===== config.mk =====
export PLATFORM = sky130hd
export DESIGN_NAME = smsp_port
export DESIGN_NICKNAME = d
export VERILOG_FILES = /design/src/pkg/smsp_pkg.sv /design/src/core/smsp_sync.sv /design/src/core/smsp_clkdiv.sv /design/src/core/smsp_port.sv
export SDC_FILE = /design/constraint.sdc
export NUM_CORES = 1
export LEC_CHECK = 0
export ABC_AREA = 1
export BUFFER_PORTS_ARGS = -buffer_cell sky130_fd_sc_hd__buf_4
export CORE_ASPECT_RATIO = 2
export CORE_MARGIN = 3
export CORE_UTILIZATION = 42
export DETAILED_ROUTE_END_ITERATION = 8
export SETUP_SLACK_MARGIN = 0.15
export SLEW_MARGIN = 10
export SYNTH_ARGS = -nofsm -noshare
export SYNTH_HDL_FRONTEND = slang
export SYNTH_SLANG_ARGS = --single-unit
export TNS_END_PERCENT = 30

===== constraint.sdc =====
create_clock -name core_clk_i -period 2 [get_ports core_clk_i]
set_input_delay 0 -clock core_clk_i [delete_from_list [all_inputs] [get_ports core_clk_i]]
set_output_delay 0 -clock core_clk_i [all_outputs]
set_load 0.03 [all_outputs]

===== src/pkg/smsp_pkg.sv =====
// Shared constants and types of the serial peripheral port.
// Assumes an 8-bit special-function-register access port on one synchronous clock.
package smsp_pkg;

  // ----------------------------------------------------------------
  // Register addresses
  // ----------------------------------------------------------------
  localparam logic [7:0] ADDR_CFG = 8'h9a;
  localparam logic [7:0] ADDR_DAT = 8'h9b;
  localparam logic [7:0] ADDR_CKR = 8'h9d;
  localparam logic [7:0] ADDR_CTL = 8'hf8;

  // ----------------------------------------------------------------
  // Reset values
  // ----------------------------------------------------------------
  localparam logic [7:0] CFG_RST  = 8'h07;
  localparam logic [7:0] CTL_RST  = 8'h00;
  localparam logic [7:0] CKR_RST  = 8'h00;
  localparam logic [7:0] DAT_RST  = 8'h00;
  localparam logic [2:0] BC_RST   = 3'h0;
  localparam logic [8:0] GAP_RST  = 9'h000;
  localparam logic [3:0] SYNC_RST = 4'hf;

  // ----------------------------------------------------------------
  // Field positions
  // ----------------------------------------------------------------
  localparam int CFG_PHA  = 7;
  localparam int CFG_POL  = 6;
  localparam int CFG_FRSH = 2;
  localparam int CTL_TRANSFER_COMPLETE_FLAG = 7;
  localparam int CTL_WRITE_COLLISION_FLAG = 6;
  localparam int CTL_MODE_FAULT_FLAG = 5;
  localparam int CTL_OVR  = 4;
  localparam int CTL_MST  = 1;
  localparam int CTL_EN   = 0;
  localparam int MSB      = 7;

  // ----------------------------------------------------------------
  // Types
  // ----------------------------------------------------------------
  typedef struct packed {
    logic       wr;
    logic       rd;
    logic [7:0] addr;
    logic [7:0] wdata;
  } smsp_sfr_req_t;

  typedef enum logic [0:0] {
    MST_IDLE,
    MST_SHIFT
  } smsp_mst_state_t;

endpackage : smsp_pkg


===== src/core/smsp_sync.sv =====
// Two-flop synchroniser bank for the serial pins.
// Assumes inputs asynchronous to core_clk_i; only the second stage is read.
`timescale 1ns/1ns
module smsp_sync #(
  parameter int          W       = 4,
  parameter logic [3:0]  RST_VAL = 4'hf
) (
  input  wire logic         core_clk_i,
  input  wire logic         srst_i,
  input  wire logic [W-1:0] async_i,
  output logic      [W-1:0] sync_o
);

  logic [W-1:0] meta_r;

  // ----------------------------------------------------------------
  // One two-stage chain per bit
  // ----------------------------------------------------------------
  genvar g;
  generate
    for (g = 0; g < W; g++) begin : g_bit
      always_ff @(posedge core_clk_i) begin
        if (srst_i) begin
          meta_r[g] <= RST_VAL[g];
          sync_o[g] <= RST_VAL[g];
        end else begin
          meta_r[g] <= async_i[g];
          sync_o[g] <= meta_r[g];
        end
      end
    end
  endgenerate

endmodule : smsp_sync


===== src/core/smsp_clkdiv.sv =====
// Half-period tick generator for the master serial clock.
// Assumes run_i stays high for the whole transfer; rate_i is held steady meanwhile.
`timescale 1ns/1ns
module smsp_clkdiv (
  input  wire logic       core_clk_i,
  input  wire logic       srst_i,
  input  wire logic       run_i,
  input  wire logic [7:0] rate_i,
  output logic            tick_o
);

  logic [7:0] cnt_r;

  // ----------------------------------------------------------------
  // One tick every rate_i+1 cycles, so SCK = clk / (2*(rate_i+1))
  // ----------------------------------------------------------------
  always_ff @(posedge core_clk_i) begin
    if (srst_i || !run_i) begin
      cnt_r  <= smsp_pkg::CKR_RST;
      tick_o <= 1'b0;
    end else if (cnt_r == rate_i) begin
      cnt_r  <= smsp_pkg::CKR_RST;
      tick_o <= 1'b1;
    end else begin
      cnt_r  <= cnt_r + 8'h01;
      tick_o <= 1'b0;
    end
  end

endmodule : smsp_clkdiv


===== src/core/smsp_port.sv =====
// Serial peripheral port: master or selected slave, with its four registers.
// Assumes a single 25 MHz core clock and a synchronous register access port.
`timescale 1ns/1ns
// Behaviour
// Master serial bit rate never exceeds half the core clock.
// External master keeps slave bit rate at or below a tenth of the clock.
// Both data lines shift most significant bit first.
// Unselected slave releases its slave-out line.
// External master holds select low for the whole transfer.
// Data write in master mode starts a transfer at once.
// Transfer end sets the complete flag and raises the interrupt.
// Master frame length is one to eight bits from the frame-size field.
// Received bits replace the data; complete flag means receive data ready.
// Data write during a transfer sets write-collision and is dropped.
// Unread buffer at frame end sets overrun, keeps old data.
// Slave sets complete flag when select returns high.
// Slave sends new data only if written before the frame starts.
// Select low in master mode sets mode-fault and clears master and enable.
// Software checks slave-selected status before taking the bus.
// Clock-phase bit picks sampling on first or second edge.
// Clock-polarity bit sets the idle level of the serial clock.
// Both ends use the same phase and polarity; disable before changing.
// Clock-rate register acts in master mode only.
// Read-only bit-count field reports the bit last transmitted.
// Complete, mode-fault and overrun flags stay set until software clears.
// Frame-size code n gives n plus one bits.
// Master clock is half the core clock over rate plus one.
// Slave pins pass a two-flop synchroniser before use.
module smsp_port (
  input  wire logic                    core_clk_i,
  input  wire logic                    srst_i,
  input  wire smsp_pkg::smsp_sfr_req_t sfr_req_i,
  output logic [7:0]                   sfr_rdata_o,
  output logic                         irq_o,
  input  wire logic                    nss_n_i,
  input  wire logic                    sck_i,
  output logic                         sck_o,
  output logic                         sck_oe_n_o,
  input  wire logic                    mosi_i,
  output logic                         mosi_o,
  output logic                         mosi_oe_n_o,
  input  wire logic                    miso_i,
  output logic                         miso_o,
  output logic                         miso_oe_n_o
);

  // ----------------------------------------------------------------
  // Declarations
  // ----------------------------------------------------------------
  smsp_pkg::smsp_mst_state_t st_r;
  logic [3:0] pin_s;
  logic       nss_s, sck_s, mosi_s, miso_s;
  logic       pha_r, pol_r;
  logic [2:0] frs_r, bc_r;
  logic [7:0] ckr_r, shift_r, rx_buf_r, shift_nxt, push_val;
  logic       transfer_complete_flag_r, write_collision_flag_r, mode_fault_flag_r, ovr_r, master_select_bit_r, en_r;
  logic       slv_act_r, samp_r, out_r, sck_r, sck_prev_r, rx_full_r;
  logic       tick, slv_sel, sck_edge, lead_ev, trail_ev, din;
  logic       mst_busy, busy, mst_done, slv_end, push, ovr_ev;
  logic       wr_cfg, wr_ctl, wr_ckr, wr_dat, rd_dat;
  logic       start, load, write_collision_flag_ev, mode_fault_flag_cond;

  // Address match, shared by read and write decode
  function automatic logic hit(input logic [7:0] a, input logic [7:0] t);
    hit = (a == t);
  endfunction : hit

  // ----------------------------------------------------------------
  // Pin synchronisers and master clock divider
  // ----------------------------------------------------------------
  smsp_sync #(.W(4), .RST_VAL(smsp_pkg::SYNC_RST)) u_sync (
    .core_clk_i (core_clk_i),
    .srst_i     (srst_i),
    .async_i    ({nss_n_i, sck_i, mosi_i, miso_i}),
    .sync_o     (pin_s)
  );

  // Divider runs only during a master transfer, so the rate is inert as slave
  smsp_clkdiv u_div (
    .core_clk_i (core_clk_i),
    .srst_i     (srst_i),
    .run_i      (mst_busy),
    .rate_i     (ckr_r),
    .tick_o     (tick)
  );

  // ----------------------------------------------------------------
  // Event decode
  // ----------------------------------------------------------------
  assign {nss_s, sck_s, mosi_s, miso_s} = pin_s;
  assign wr_cfg    = sfr_req_i.wr && hit(sfr_req_i.addr, smsp_pkg::ADDR_CFG);
  assign wr_ctl    = sfr_req_i.wr && hit(sfr_req_i.addr, smsp_pkg::ADDR_CTL);
  assign wr_ckr    = sfr_req_i.wr && hit(sfr_req_i.addr, smsp_pkg::ADDR_CKR);
  assign wr_dat    = sfr_req_i.wr && hit(sfr_req_i.addr, smsp_pkg::ADDR_DAT);
  assign rd_dat    = sfr_req_i.rd && hit(sfr_req_i.addr, smsp_pkg::ADDR_DAT);
  assign mst_busy  = (st_r == smsp_pkg::MST_SHIFT);
  assign slv_sel   = en_r && !master_select_bit_r && !nss_s;
  assign sck_edge  = slv_sel && (sck_s != sck_prev_r);
  assign mode_fault_flag_cond = master_select_bit_r && !nss_s;
  assign busy      = mst_busy || slv_act_r;
  assign start     = wr_dat && !busy && en_r && master_select_bit_r && !mode_fault_flag_cond;
  assign load      = wr_dat && !busy;
  assign write_collision_flag_ev   = wr_dat && busy;
  // Leading edge leaves the idle level, trailing edge returns to it
  assign lead_ev   = master_select_bit_r ? (mst_busy && tick && sck_r == pol_r)
                             : (sck_edge && sck_s != pol_r);
  assign trail_ev  = master_select_bit_r ? (mst_busy && tick && sck_r != pol_r)
                             : (sck_edge && sck_s == pol_r);
  assign din       = master_select_bit_r ? miso_s : mosi_s;
  assign shift_nxt = {shift_r[6:0], pha_r ? din : samp_r};
  assign mst_done  = master_select_bit_r && trail_ev && (bc_r == frs_r);
  assign slv_end   = slv_act_r && nss_s;
  assign push      = mst_done || slv_end;
  assign push_val  = mst_done ? shift_nxt : shift_r;
  assign ovr_ev    = push && rx_full_r && !rd_dat;

  // ----------------------------------------------------------------
  // Configuration and clock-rate registers
  // ----------------------------------------------------------------
  always_ff @(posedge core_clk_i) begin
    if (srst_i) begin
      pha_r <= smsp_pkg::CFG_RST[smsp_pkg::CFG_PHA];
      pol_r <= smsp_pkg::CFG_RST[smsp_pkg::CFG_POL];
      frs_r <= smsp_pkg::CFG_RST[smsp_pkg::CFG_FRSH:0];
    end else if (wr_cfg) begin
      pha_r <= sfr_req_i.wdata[smsp_pkg::CFG_PHA];
      pol_r <= sfr_req_i.wdata[smsp_pkg::CFG_POL];
      frs_r <= sfr_req_i.wdata[smsp_pkg::CFG_FRSH:0];
    end
  end

  always_ff @(posedge core_clk_i) begin
    if (srst_i) begin
      ckr_r <= smsp_pkg::CKR_RST;
    end else if (wr_ckr) begin
      ckr_r <= sfr_req_i.wdata;
    end
  end

  // ----------------------------------------------------------------
  // Control bits; mode fault overrides a software write
  // ----------------------------------------------------------------
  always_ff @(posedge core_clk_i) begin
    if (srst_i) begin
      master_select_bit_r <= smsp_pkg::CTL_RST[smsp_pkg::CTL_MST];
      en_r    <= smsp_pkg::CTL_RST[smsp_pkg::CTL_EN];
    end else if (mode_fault_flag_cond) begin
      master_select_bit_r <= 1'b0;
      en_r    <= 1'b0;
    end else if (wr_ctl) begin
      master_select_bit_r <= sfr_req_i.wdata[smsp_pkg::CTL_MST];
      en_r    <= sfr_req_i.wdata[smsp_pkg::CTL_EN];
    end
  end

  // ----------------------------------------------------------------
  // Sticky flags: hardware set wins over a software clear
  // ----------------------------------------------------------------
  always_ff @(posedge core_clk_i) begin
    if (srst_i) begin
      transfer_complete_flag_r <= smsp_pkg::CTL_RST[smsp_pkg::CTL_TRANSFER_COMPLETE_FLAG];
      write_collision_flag_r <= smsp_pkg::CTL_RST[smsp_pkg::CTL_WRITE_COLLISION_FLAG];
      mode_fault_flag_r <= smsp_pkg::CTL_RST[smsp_pkg::CTL_MODE_FAULT_FLAG];
      ovr_r  <= smsp_pkg::CTL_RST[smsp_pkg::CTL_OVR];
    end else begin
      transfer_complete_flag_r <= push || (wr_ctl ? sfr_req_i.wdata[smsp_pkg::CTL_TRANSFER_COMPLETE_FLAG] : transfer_complete_flag_r);
      write_collision_flag_r <= write_collision_flag_ev || (wr_ctl ? sfr_req_i.wdata[smsp_pkg::CTL_WRITE_COLLISION_FLAG] : write_collision_flag_r);
      mode_fault_flag_r <= mode_fault_flag_cond || (wr_ctl ? sfr_req_i.wdata[smsp_pkg::CTL_MODE_FAULT_FLAG] : mode_fault_flag_r);
      ovr_r  <= ovr_ev || (wr_ctl ? sfr_req_i.wdata[smsp_pkg::CTL_OVR] : ovr_r);
    end
  end

  // Any raised flag requests service; the CPU applies its own enable
  always_ff @(posedge core_clk_i) begin
    if (srst_i) begin
      irq_o <= 1'b0;
    end else begin
      irq_o <= transfer_complete_flag_r || write_collision_flag_r || mode_fault_flag_r || ovr_r;
    end
  end

  // ----------------------------------------------------------------
  // Receive buffer: double buffered on reads only
  // ----------------------------------------------------------------
  always_ff @(posedge core_clk_i) begin
    if (srst_i) begin
      rx_buf_r  <= smsp_pkg::DAT_RST;
      rx_full_r <= 1'b0;
    end else if (push && !ovr_ev) begin
      rx_buf_r  <= push_val;
      rx_full_r <= 1'b1;
    end else if (rd_dat) begin
      rx_full_r <= 1'b0;
    end
  end

  // ----------------------------------------------------------------
  // Master sequencer
  // ----------------------------------------------------------------
  always_ff @(posedge core_clk_i) begin
    if (srst_i) begin
      st_r <= smsp_pkg::MST_IDLE;
    end else begin
      case (st_r)
        smsp_pkg::MST_IDLE: begin
          if (start) st_r <= smsp_pkg::MST_SHIFT;
        end
        smsp_pkg::MST_SHIFT: begin
          if (mode_fault_flag_cond || mst_done) st_r <= smsp_pkg::MST_IDLE;
        end
        default: st_r <= smsp_pkg::MST_IDLE;
      endcase
    end
  end

  // Serial clock: parks at the polarity level, toggles on each tick
  always_ff @(posedge core_clk_i) begin
    if (srst_i) begin
      sck_r <= smsp_pkg::CFG_RST[smsp_pkg::CFG_POL];
    end else if (!mst_busy) begin
      sck_r <= pol_r;
    end else if (tick) begin
      sck_r <= !sck_r;
    end
  end

  // Slave frame tracking; edges are counted only from the synced clock
  always_ff @(posedge core_clk_i) begin
    if (srst_i) begin
      sck_prev_r <= 1'b1;
      slv_act_r  <= 1'b0;
    end else begin
      sck_prev_r <= sck_s;
      if (!slv_sel) slv_act_r <= 1'b0;
      else if (sck_edge) slv_act_r <= 1'b1;
    end
  end

  // ----------------------------------------------------------------
  // Shift engine, shared by both modes
  // ----------------------------------------------------------------
  // Writes are taken only between frames, so an in-flight frame is never disturbed
  always_ff @(posedge core_clk_i) begin
    if (srst_i) begin
      shift_r <= smsp_pkg::DAT_RST;
      samp_r  <= 1'b0;
      out_r   <= 1'b0;
      bc_r    <= smsp_pkg::BC_RST;
    end else if (load) begin
      shift_r <= sfr_req_i.wdata;
      out_r   <= sfr_req_i.wdata[smsp_pkg::MSB];
      bc_r    <= smsp_pkg::BC_RST;
    end else if (lead_ev) begin
      if (!pha_r) samp_r <= din;
      else out_r <= shift_r[smsp_pkg::MSB];
    end else if (trail_ev) begin
      shift_r <= shift_nxt;
      bc_r    <= bc_r + 3'h1;
      if (!pha_r) out_r <= shift_r[smsp_pkg::MSB-1];
    end else if (!busy) begin
      out_r <= shift_r[smsp_pkg::MSB];
      if (slv_sel) bc_r <= smsp_pkg::BC_RST;
    end
  end

  // ----------------------------------------------------------------
  // Pin drivers; enables are active low
  // ----------------------------------------------------------------
  always_ff @(posedge core_clk_i) begin
    if (srst_i) begin
      sck_o       <= smsp_pkg::CFG_RST[smsp_pkg::CFG_POL];
      mosi_o      <= 1'b0;
      miso_o      <= 1'b0;
      sck_oe_n_o  <= 1'b1;
      mosi_oe_n_o <= 1'b1;
      miso_oe_n_o <= 1'b1;
    end else begin
      sck_o       <= sck_r;
      mosi_o      <= out_r;
      miso_o      <= out_r;
      sck_oe_n_o  <= !(en_r && master_select_bit_r);
      mosi_oe_n_o <= !(en_r && master_select_bit_r);
      miso_oe_n_o <= !slv_sel;
    end
  end

  // ----------------------------------------------------------------
  // Register read port; unmapped addresses read zero
  // ----------------------------------------------------------------
  always_ff @(posedge core_clk_i) begin
    if (srst_i) begin
      sfr_rdata_o <= smsp_pkg::DAT_RST;
    end else if (sfr_req_i.rd) begin
      if (hit(sfr_req_i.addr, smsp_pkg::ADDR_CFG)) begin
        sfr_rdata_o <= {pha_r, pol_r, bc_r, frs_r};
      end else if (hit(sfr_req_i.addr, smsp_pkg::ADDR_CTL)) begin
        sfr_rdata_o <= {transfer_complete_flag_r, write_collision_flag_r, mode_fault_flag_r, ovr_r, mst_busy, !nss_s, master_select_bit_r, en_r};
      end else if (rd_dat) begin
        sfr_rdata_o <= rx_buf_r;
      end else if (hit(sfr_req_i.addr, smsp_pkg::ADDR_CKR)) begin
        sfr_rdata_o <= ckr_r;
      end else begin
        sfr_rdata_o <= smsp_pkg::DAT_RST;
      end
    end
  end

  // ----------------------------------------------------------------
  // Checks
  // ----------------------------------------------------------------
  logic [8:0] gap_r;
  logic       gap_ok_r;

  // Cycles since the previous divider tick, for the rate check
  always_ff @(posedge core_clk_i) begin
    if (srst_i || !mst_busy) begin
      gap_r    <= smsp_pkg::GAP_RST;
      gap_ok_r <= 1'b0;
    end else if (tick) begin
      gap_r    <= smsp_pkg::GAP_RST;
      gap_ok_r <= 1'b1;
    end else begin
      gap_r    <= gap_r + 9'h001;
    end
  end
endmodule : smsp_port


==> impl_results.md, run 1 <==
* Status: complete, but fails checks
* Violated checks: hold timing
* Complex-gate fraction of the synthesized area at approximately 11%
* CTS tree: done
* Buffers & Inverters on Critical Path at 2
* Leak pwr at roughly 1.9 nW
* Die ar. at roughly 10000 um^2
* Vias at ~3300
* Diodes inserted at 0
* Storage cell area at 1500 um^2
* Total of warnings raised by yosys at 0
* Synth cell types at 39
* # resized after CTS at 0
* Top area cells in the synthesized netlist: sky130_fd_sc_hd__dfxtp_1 (42%), sky130_fd_sc_hd__nand2_1 (14%), sky130_fd_sc_hd__inv_1 (6.8%)
* Worst slew slack as a fraction of its limit at roughly 68%
* Summed negative setup slack over all endpoints at 0 ns
* Gr usage total at 20.6%
* Simple-gate area share of the yosys netlist at about 34%
* Largest buffer count on any clock path at 2
* Clock Tree Root: sky130_fd_sc_hd__clkbuf_16
* Initial core utilization at roughly 43%
* Gate family responsible for the most delay along the worst path: simple AND/OR/NAND/NOR gates
* IO Port Bufs at 38
* Shortest clock period the worst path allows after layout at roughly 1.6 ns
* Power per cell area at 724 nW/um^2
* Count of TritonRoute iterations in the first routing pass at 5
* Share of synthesized cell area in full adder, half adder and majority cells at 0.696%
* Maximum ir drop on the vdd rail at roughly 0.55 mV
* Clock latency on the worst-skew pair at 0.34 ns
* Multiplexer fraction of the synthesized cell area at less than 1%
* Area occupied by multi-input gates at roughly 1700 um^2
* Vias per std cell at between 4 and 5
* Top cell type's share of synthesized area at between 40% and 50%
* Most common cell after layout, fill and taps aside: sky130_fd_sc_hd__nand2_1
* Detailed Route WL at 9570 um
* P&R area growth vs syn at 21.6%
* Synthesized net count at between 500 and 600
* Synthesis-stage register bit count at 75
* Post-synthesis xor/xnor area fraction at 1.71%
* Maximum number of pins on one net before global-route repair at 36
* Category of the critical setup timing path: register to register
* Routability Congestion at 0.944
* Largest family of logic cells by synthesized area: simple AND/OR/NAND/NOR gates
* Number of buffers added by the clock tree synthesis step at 9
* Antenna violations before repair at 0
* Antenna viol nets, final at 0
* Cell mode on critical path: sky130_fd_sc_hd__nor2_1
* DIE HEIGHT at 137 um
* Number of buffers added to fix hold violations after cts at 13
* Number of violations of the max-capacitance limit at 0
* Maximum cell stage delay along the critical path at ~0.4 ns
* Filler Cell Count at between 800 and 900
* Unrepaired setup endpoints after global routing: false
* Slew of the pin with the lowest slew margin at approximately 0.48 ns
* Via count of the first global-routing pass at 3119
* Standard-cell rows at 47
* Overall die width at a little over 70 um
* Tightest hold margin at -0.00307 ns
* Clock sink count at between 70 and 80
* I/O pin cnt at 39
* Share of the clock period used by the worst path after layout at between 70% and 80%
* Count of final setup violators at 0
* Fmax achieved at about 0.63 GHz
* Final hold vios at 1
* DRC violations left at 0
* Slowest CP cell: sky130_fd_sc_hd__dfxtp_1
* Ordered cell list for the critical path: nor2_1 > nand4_1 > buf_4 > clkinv_1 > nand2_1 > nand3_1 > nor2_1 > nor2_1
* Syn Inst Count at 512
* H-Tree Depth at 3
* Critical path fanouts, max at 14
* Total Nets Final at slightly below 600
* Critical path capture point type: register
* Average cell area after synthesis at approximately 7 um^2
* Utilization after layout at approximately 53%
* Startpoint kind of the worst setup timing path: register
* Buffers inserted by post-CTS timing repair at 0
* Fin. max-slew vios at 0
* Top library cells by usage in the layout, fill and taps aside: sky130_fd_sc_hd__nand2_1 (137), sky130_fd_sc_hd__dfxtp_1 (75), sky130_fd_sc_hd__inv_1 (65)
* Grt ovf at 0
* Clock-pin slew on the worst setup and hold paths at around 0.060 ns
* DR WL/cell at between 10 and 15 um
* Worst hold-check path type: input port to register
* Library cell with the largest summed area after synthesis: sky130_fd_sc_hd__dfxtp_1
* DRC violation total after the first TritonRoute iteration at around 170
* Required time worst endpoint at 2.23 ns
* Data arrival time at the worst-slack endpoint at around 1.8 ns
* Dpl hpwl at ~7500 um
* Fraction of the yosys area taken by sequential cells at between 40% and 50%
* Fraction of final layout cells with drive strength greater than 1 at between 10% and 20%
* Wire length of the first global-routing pass at 15300 um
* Post-Route Skew at 0.00956 ns
* Post-Synthesis Cell Area at 3590 um^2
* Core box area at between 8000 and 9000 um^2
## through the flow
stage | cells | cell area [um^2] | setup slack [ns] | total power, W
CTS | 669 | 4370 | 0.398 | 0.00318
detailed placement | 640 | 3970 | 0.420 | 0.00167
global route | 669 | 4370 | 0.260 | 0.00326
finish | 669 | 4370 | 0.418 | 0.00316
global placement | 640 | 3970 | 0.442 | 0.00167
floorplan | 512 | 3590 | 0.591 | 0.00160
## path summary, 6_finish.rpt
check / slack, ns / endpoint / cells past startpoint / start
worst max-delay path: 0.42 / out_r$_SDFFE_PP0P_ / 8 / mst_busy$_SDFF_PP0_
worst min-delay path: -0.003 / shift_r[6]$_SDFFE_PP0P_ / 3 / sfr_req_i[6]
worst max register to register: 0.42 / out_r$_SDFFE_PP0P_ / 8 / mst_busy$_SDFF_PP0_
worst min register to register: 0.41 / u_sync.sync_o[2]$_SDFF_PP1_ / 1 / u_sync.meta_r[2]$_SDFF_PP1_
## per-layer routing
| metal | GRT usage, % | up-vias | wire (um) |
|---|---|---|---|
| li1 | - | 1733 | - |
| met1 | 21.0 | 1488 | 3570 |
| met2 | 37.1 | 67 | 5120 |
| met3 | 3.97 | 30 | 296 |
| met4 | 13.7 | 0 | 578 |
| met5 | 0 | - | 0 |
## kinds of logic (layout without fill, tap and decap cells)
family / after synthesis / after routing
and+or+nand+nor: 266 / 266
buffers and inverters: 88 / 147
DFF: 75 / 75
AOI/OAI and AO/OA: 73 / 73
xor gates and xnor gates: 7 / 7
adders and majority gates: 2 / 2
muxes: 1 / 1
## power by group
group	internal, W	switching, W	total (W)	leakage (nW)
clock	0.000905	0.000599	0.00150	0.137
sequential	0.00150	0.00000494	0.00151	0.606
combinational	0.0000668	0.0000827	0.000150	1.16
## flip-flops by register name, summed over array words and instances, names as in the netlist, 3 cells and up
signal / cells
ckr_r: 8
rx_buf_r: 8
sfr_rdata_o: 8
shift_r: 8
u_div.cnt_r: 8
u_sync.meta_r: 4
u_sync.sync_o: 4
bc_r: 3
frs_r: 3
## worst min-delay path: stages
cell and delay [ns]:
sky130_fd_sc_hd__buf_4 0.14, sky130_fd_sc_hd__nand2_1 0.06, sky130_fd_sc_hd__a31oi_1 0.08
## synth_stat cells, drive strengths merged
cell	instances
o221ai	1
dfxtp	75
nand4	12
o211ai	1
nor4	1
clkinv	2
a211oi	2
xnor2	2
a21oi	29
nor2	53
ha	2
inv	68
o21ai	31
buf	11
nor3b	3
clkbuf	7
nand3b	2
or2	12
nor3	8
xor2	5
nand3	29
a31oi	8
o22ai	1
mux2i	1
nand2	146
## final cells by class
| class | count | area share [%] |
|---|---|---|
| clock buffer | 14 | 6.04 |
| clock inverter | 2 | 0.229 |
| inverter | 70 | 6.01 |
| multi-input combinational | 349 | 39.3 |
| sequential | 75 | 34.4 |
| tap | 98 | 2.81 |
| timing repair buffer | 61 | 11.2 |
No activity file was read; power rests on OpenSTA's default activity.
==> run 2: changes to the inputs <==
clock period = 1.4 ns   (was 2 ns; I/O delays follow)
==> run 2 against run 1 <==
  * Largest cell class unchanged
  * Design area grew 15%
  * The run ends with setup timing left
  * Critical path type unchanged
  * Global-route usage grew 2.1 points
  * Flip-flop and latch count is the same
  * First-iteration DRC count grew 1.8%
  * Sequential share of layout area shrank 3.9 points
  * Routed wire length grew 10%
  * Critical path depth grew 2
==> impl_results.md, run 2 (same netlist as run 1, synthesis figures left out) <==
* Status: complete, but fails checks
* Violated checks: setup timing
* Data arrival time at the worst-slack endpoint at 1.65 ns (-0.16 ns)
* Largest buffer count on any clock path at 2 (unchanged)
* Final hold vios at 0 (-1)
* Wire length of the first global-routing pass at 16900 um (+10%)
* Power per cell area at 983 nW/um^2 (+36%)
* Fraction of final layout cells with drive strength greater than 1 at 33.3% (+17 points)
* Gr usage total at 22.8% (+2.1 points)
* Dpl hpwl at 7900 um (+5.2%)
* Most common cell after layout, fill and taps aside: sky130_fd_sc_hd__nand2_1
* R2r startpoint: master_select_bit_r$_SDFFE_PP0P_
* Reg-to-reg endpoint: rx_buf_r[0]$_SDFFE_PP0P_
* DIE HEIGHT at 137 um (unchanged)
* Worst-case register-to-register setup slack at -0.02 ns (-0.44 ns)
* IO Port Bufs at 38 (unchanged)
* Maximum number of pins on one net before global-route repair at 19 (-47%)
* Shortest clock period the worst path allows after layout at 1.42 ns (-0.161 ns)
* Cells on worst reg2reg path at 10 (+2)
* H-Tree Depth at 3 (unchanged)
* Antenna viol nets, final at 0 (unchanged)
* I/O pin cnt at 39 (unchanged)
* P&R area growth vs syn at 39.8%
* Proportion of total power due to net switching at 20.9% (-0.84 points)
* Clock Tree Root: sky130_fd_sc_hd__clkbuf_16
* Post-Place Worst Slack at -0.0246 ns (-0.445 ns)
* Die ar. at 9770 um^2 (unchanged)
* Worst hold path depth at 5 (+2)
* Diodes inserted at 0 (unchanged)
* Antenna violations before repair at 0 (unchanged)
* Number of cells in the design after placement at 674 (+5.3%)
* Number of buffers added by the clock tree synthesis step at 9 (unchanged)
* Count of final setup violators at 4 (+4)
* Critical path fanouts, max at 16 (+2)
* Fin. max-slew vios at 0 (unchanged)
* Clock sink count at 75 (unchanged)
* Share of the clock period used by the worst path after layout at 102% (+22 points)
* Critical path capture point type: register
* Sequential Power Share at 43.5% (-4.2 points)
* Vias at 3567 (+7.5%)
* Clock Power Share at 51.5% (+3.9 points)
* Fmax achieved at 0.703 GHz (+11%)
* Final worst-path setup slack at -0.0215 ns (-0.439 ns)
* DRC violations left at 0 (unchanged)
* Slew of the pin with the lowest slew margin at 0.397 ns (-0.0836 ns)
* Via count of the first global-routing pass at 3540 (+13%)
* Core box area at 8290 um^2 (unchanged)
* DRC violation total after the first TritonRoute iteration at 171 (+1.8%)
* Routability Congestion at 0.951 (+0.74%)
* Worst Hold End: frs_r[1]$_SDFFE_PP1P_
* Detailed Route WL at 10500 um (+10%)
* Startpoint kind of the worst setup timing path: register
* Clock-pin slew on the worst setup and hold paths at 0.06 ns (about the same)
* Clock latency on the worst-skew pair at 0.34 ns (about the same)
* Leak pwr at 2.22 nW (+16%)
* CTS tree: done
* Fin cells at 708 (+5.8%)
* Worst hold-check path type: input port to register
* Maximum ir drop on the vdd rail at 1.03 mV (+87%)
* Category of the critical setup timing path: register to register
* Required time worst endpoint at 1.63 ns (-0.60 ns)
* Internal power contribution at 0.00391 W (+58%)
* Top library cells by usage in the layout, fill and taps aside: sky130_fd_sc_hd__nand2_1 (126), sky130_fd_sc_hd__buf_4 (73), sky130_fd_sc_hd__dfxtp_1 (58)
* DR WL/cell at 14.9 um (+4.2%)
* Initial core utilization at 43.3% (unchanged)
* Startpoint of the tightest hold check path: sfr_req_i[8]
* Number of violations of the max-capacitance limit at 0 (unchanged)
* Total Nets Final at 631 (+6.6%)
* Standard-cell rows at 47 (unchanged)
* Worst slew slack as a fraction of its limit at 73.4% (+5.5 points)
* Unrepaired setup endpoints after global routing: true
* Vias per std cell at 5.04 (+1.6%)
* Overall die width at 71.4 um (unchanged)
* Post-Route Skew at 0.00582 ns (-0.00374 ns)
* Share of power burned in combinational logic at 5.0% (+0.3 points)
* Switching component of the power at 0.00103 W (+50%)
* Count of TritonRoute iterations in the first routing pass at 5 (unchanged)
* Grt ovf at 0 (unchanged)
-- run 2: worst max-delay path, stage by stage, from the launching register on --
cell and delay, ns:
sky130_fd_sc_hd__dfxtp_2 0.34, sky130_fd_sc_hd__inv_2 0.05, sky130_fd_sc_hd__buf_6 0.12, sky130_fd_sc_hd__nor2_4 0.09
sky130_fd_sc_hd__nand2_2 0.06, sky130_fd_sc_hd__nand3b_4 0.20, sky130_fd_sc_hd__buf_12 0.17, sky130_fd_sc_hd__nand2_1 0.05
sky130_fd_sc_hd__o21ai_1 0.06, sky130_fd_sc_hd__nor2_1 0.12, sky130_fd_sc_hd__nor2_1 0.05
-- run 2: layout make-up --
cell class / count / area [um^2]
fill: 800 / 3270
multi-input combinational: 350 / 1930
sequential: 75 / 1530
timing repair buffer: 99 / 836
inverter: 70 / 280
clock buffer: 11 / 253
tap: 98 / 123
clock inverter: 5 / 75.1
-- run 2: layer usage --
layer  vias up  global-route usage, %  part of all wire, %
li1       1813                      -                    -
met1      1661                   23.1                   37
met2        70                   42.7                   56
met3        23                   3.31                  3.2
met4         0                   13.2                  4.0
met5         -                      0                    0
-- run 2: power groups by stage --
stage	sequential [W]	combinational, W	clock (W)
2_1_floorplan	0.00220	0.0000872	0
3_3_place_gp	0.00220	0.000202	0
3_5_place_dp	0.00220	0.000203	0
4_1_cts	0.00215	0.000240	0.00256
5_1_grt	0.00215	0.000271	0.00266
6_report	0.00215	0.000247	0.00254
-- run 2: how the worst max path moves through the flow --
stage	to	startpoint	slack, ns	depth (start not counted)
after detailed placement	shift_r[3]$_SDFFE_PP0P_	master_select_bit_r$_SDFFE_PP0P_	-0.02	10
final	rx_buf_r[0]$_SDFFE_PP0P_	master_select_bit_r$_SDFFE_PP0P_	-0.02	10
after global routing	rx_buf_r[1]$_SDFFE_PP0P_	master_select_bit_r$_SDFFE_PP0P_	-0.10	10
after CTS	rx_buf_r[6]$_SDFFE_PP0P_	frs_r[0]$_SDFFE_PP1P_	-0.01	8
after global placement	bc_r[1]$_SDFFE_PP0P_	master_select_bit_r$_SDFFE_PP0P_	-0.04	10
after floorplan	rx_buf_r[0]$_SDFFE_PP0P_	mst_busy$_SDFF_PP0_	0.04	10
-- run 2: timing repair --
item / 4_1_cts / 5_1_grt
pin swaps: 35 / 28
gates cloned: 0 / 1
endpoints found under the hold margin: 24 / 0
hold buffers: 14 / 0
buffers inserted: 2 / 1
setup endpoints to repair: 30 / 43
gates resized for setup: 75 / 27
-- run 2: through the flow --
stage	utilization, %	hold WS (ns)	power (W)	setup TNS, ns	cell area [um^2]
6_report	60.6	0.136	0.00494	-0.0423	5020
2_1_floorplan	-	0.104	0.00229	0	3610
3_5_place_dp	51.2	0.189	0.00240	-0.126	4250
4_1_cts	59.5	0.138	0.00495	-0.0216	4940
5_1_grt	60.6	0.166	0.00508	-1.08	5020
3_3_place_gp	51.2	0.184	0.00240	-0.0484	4250
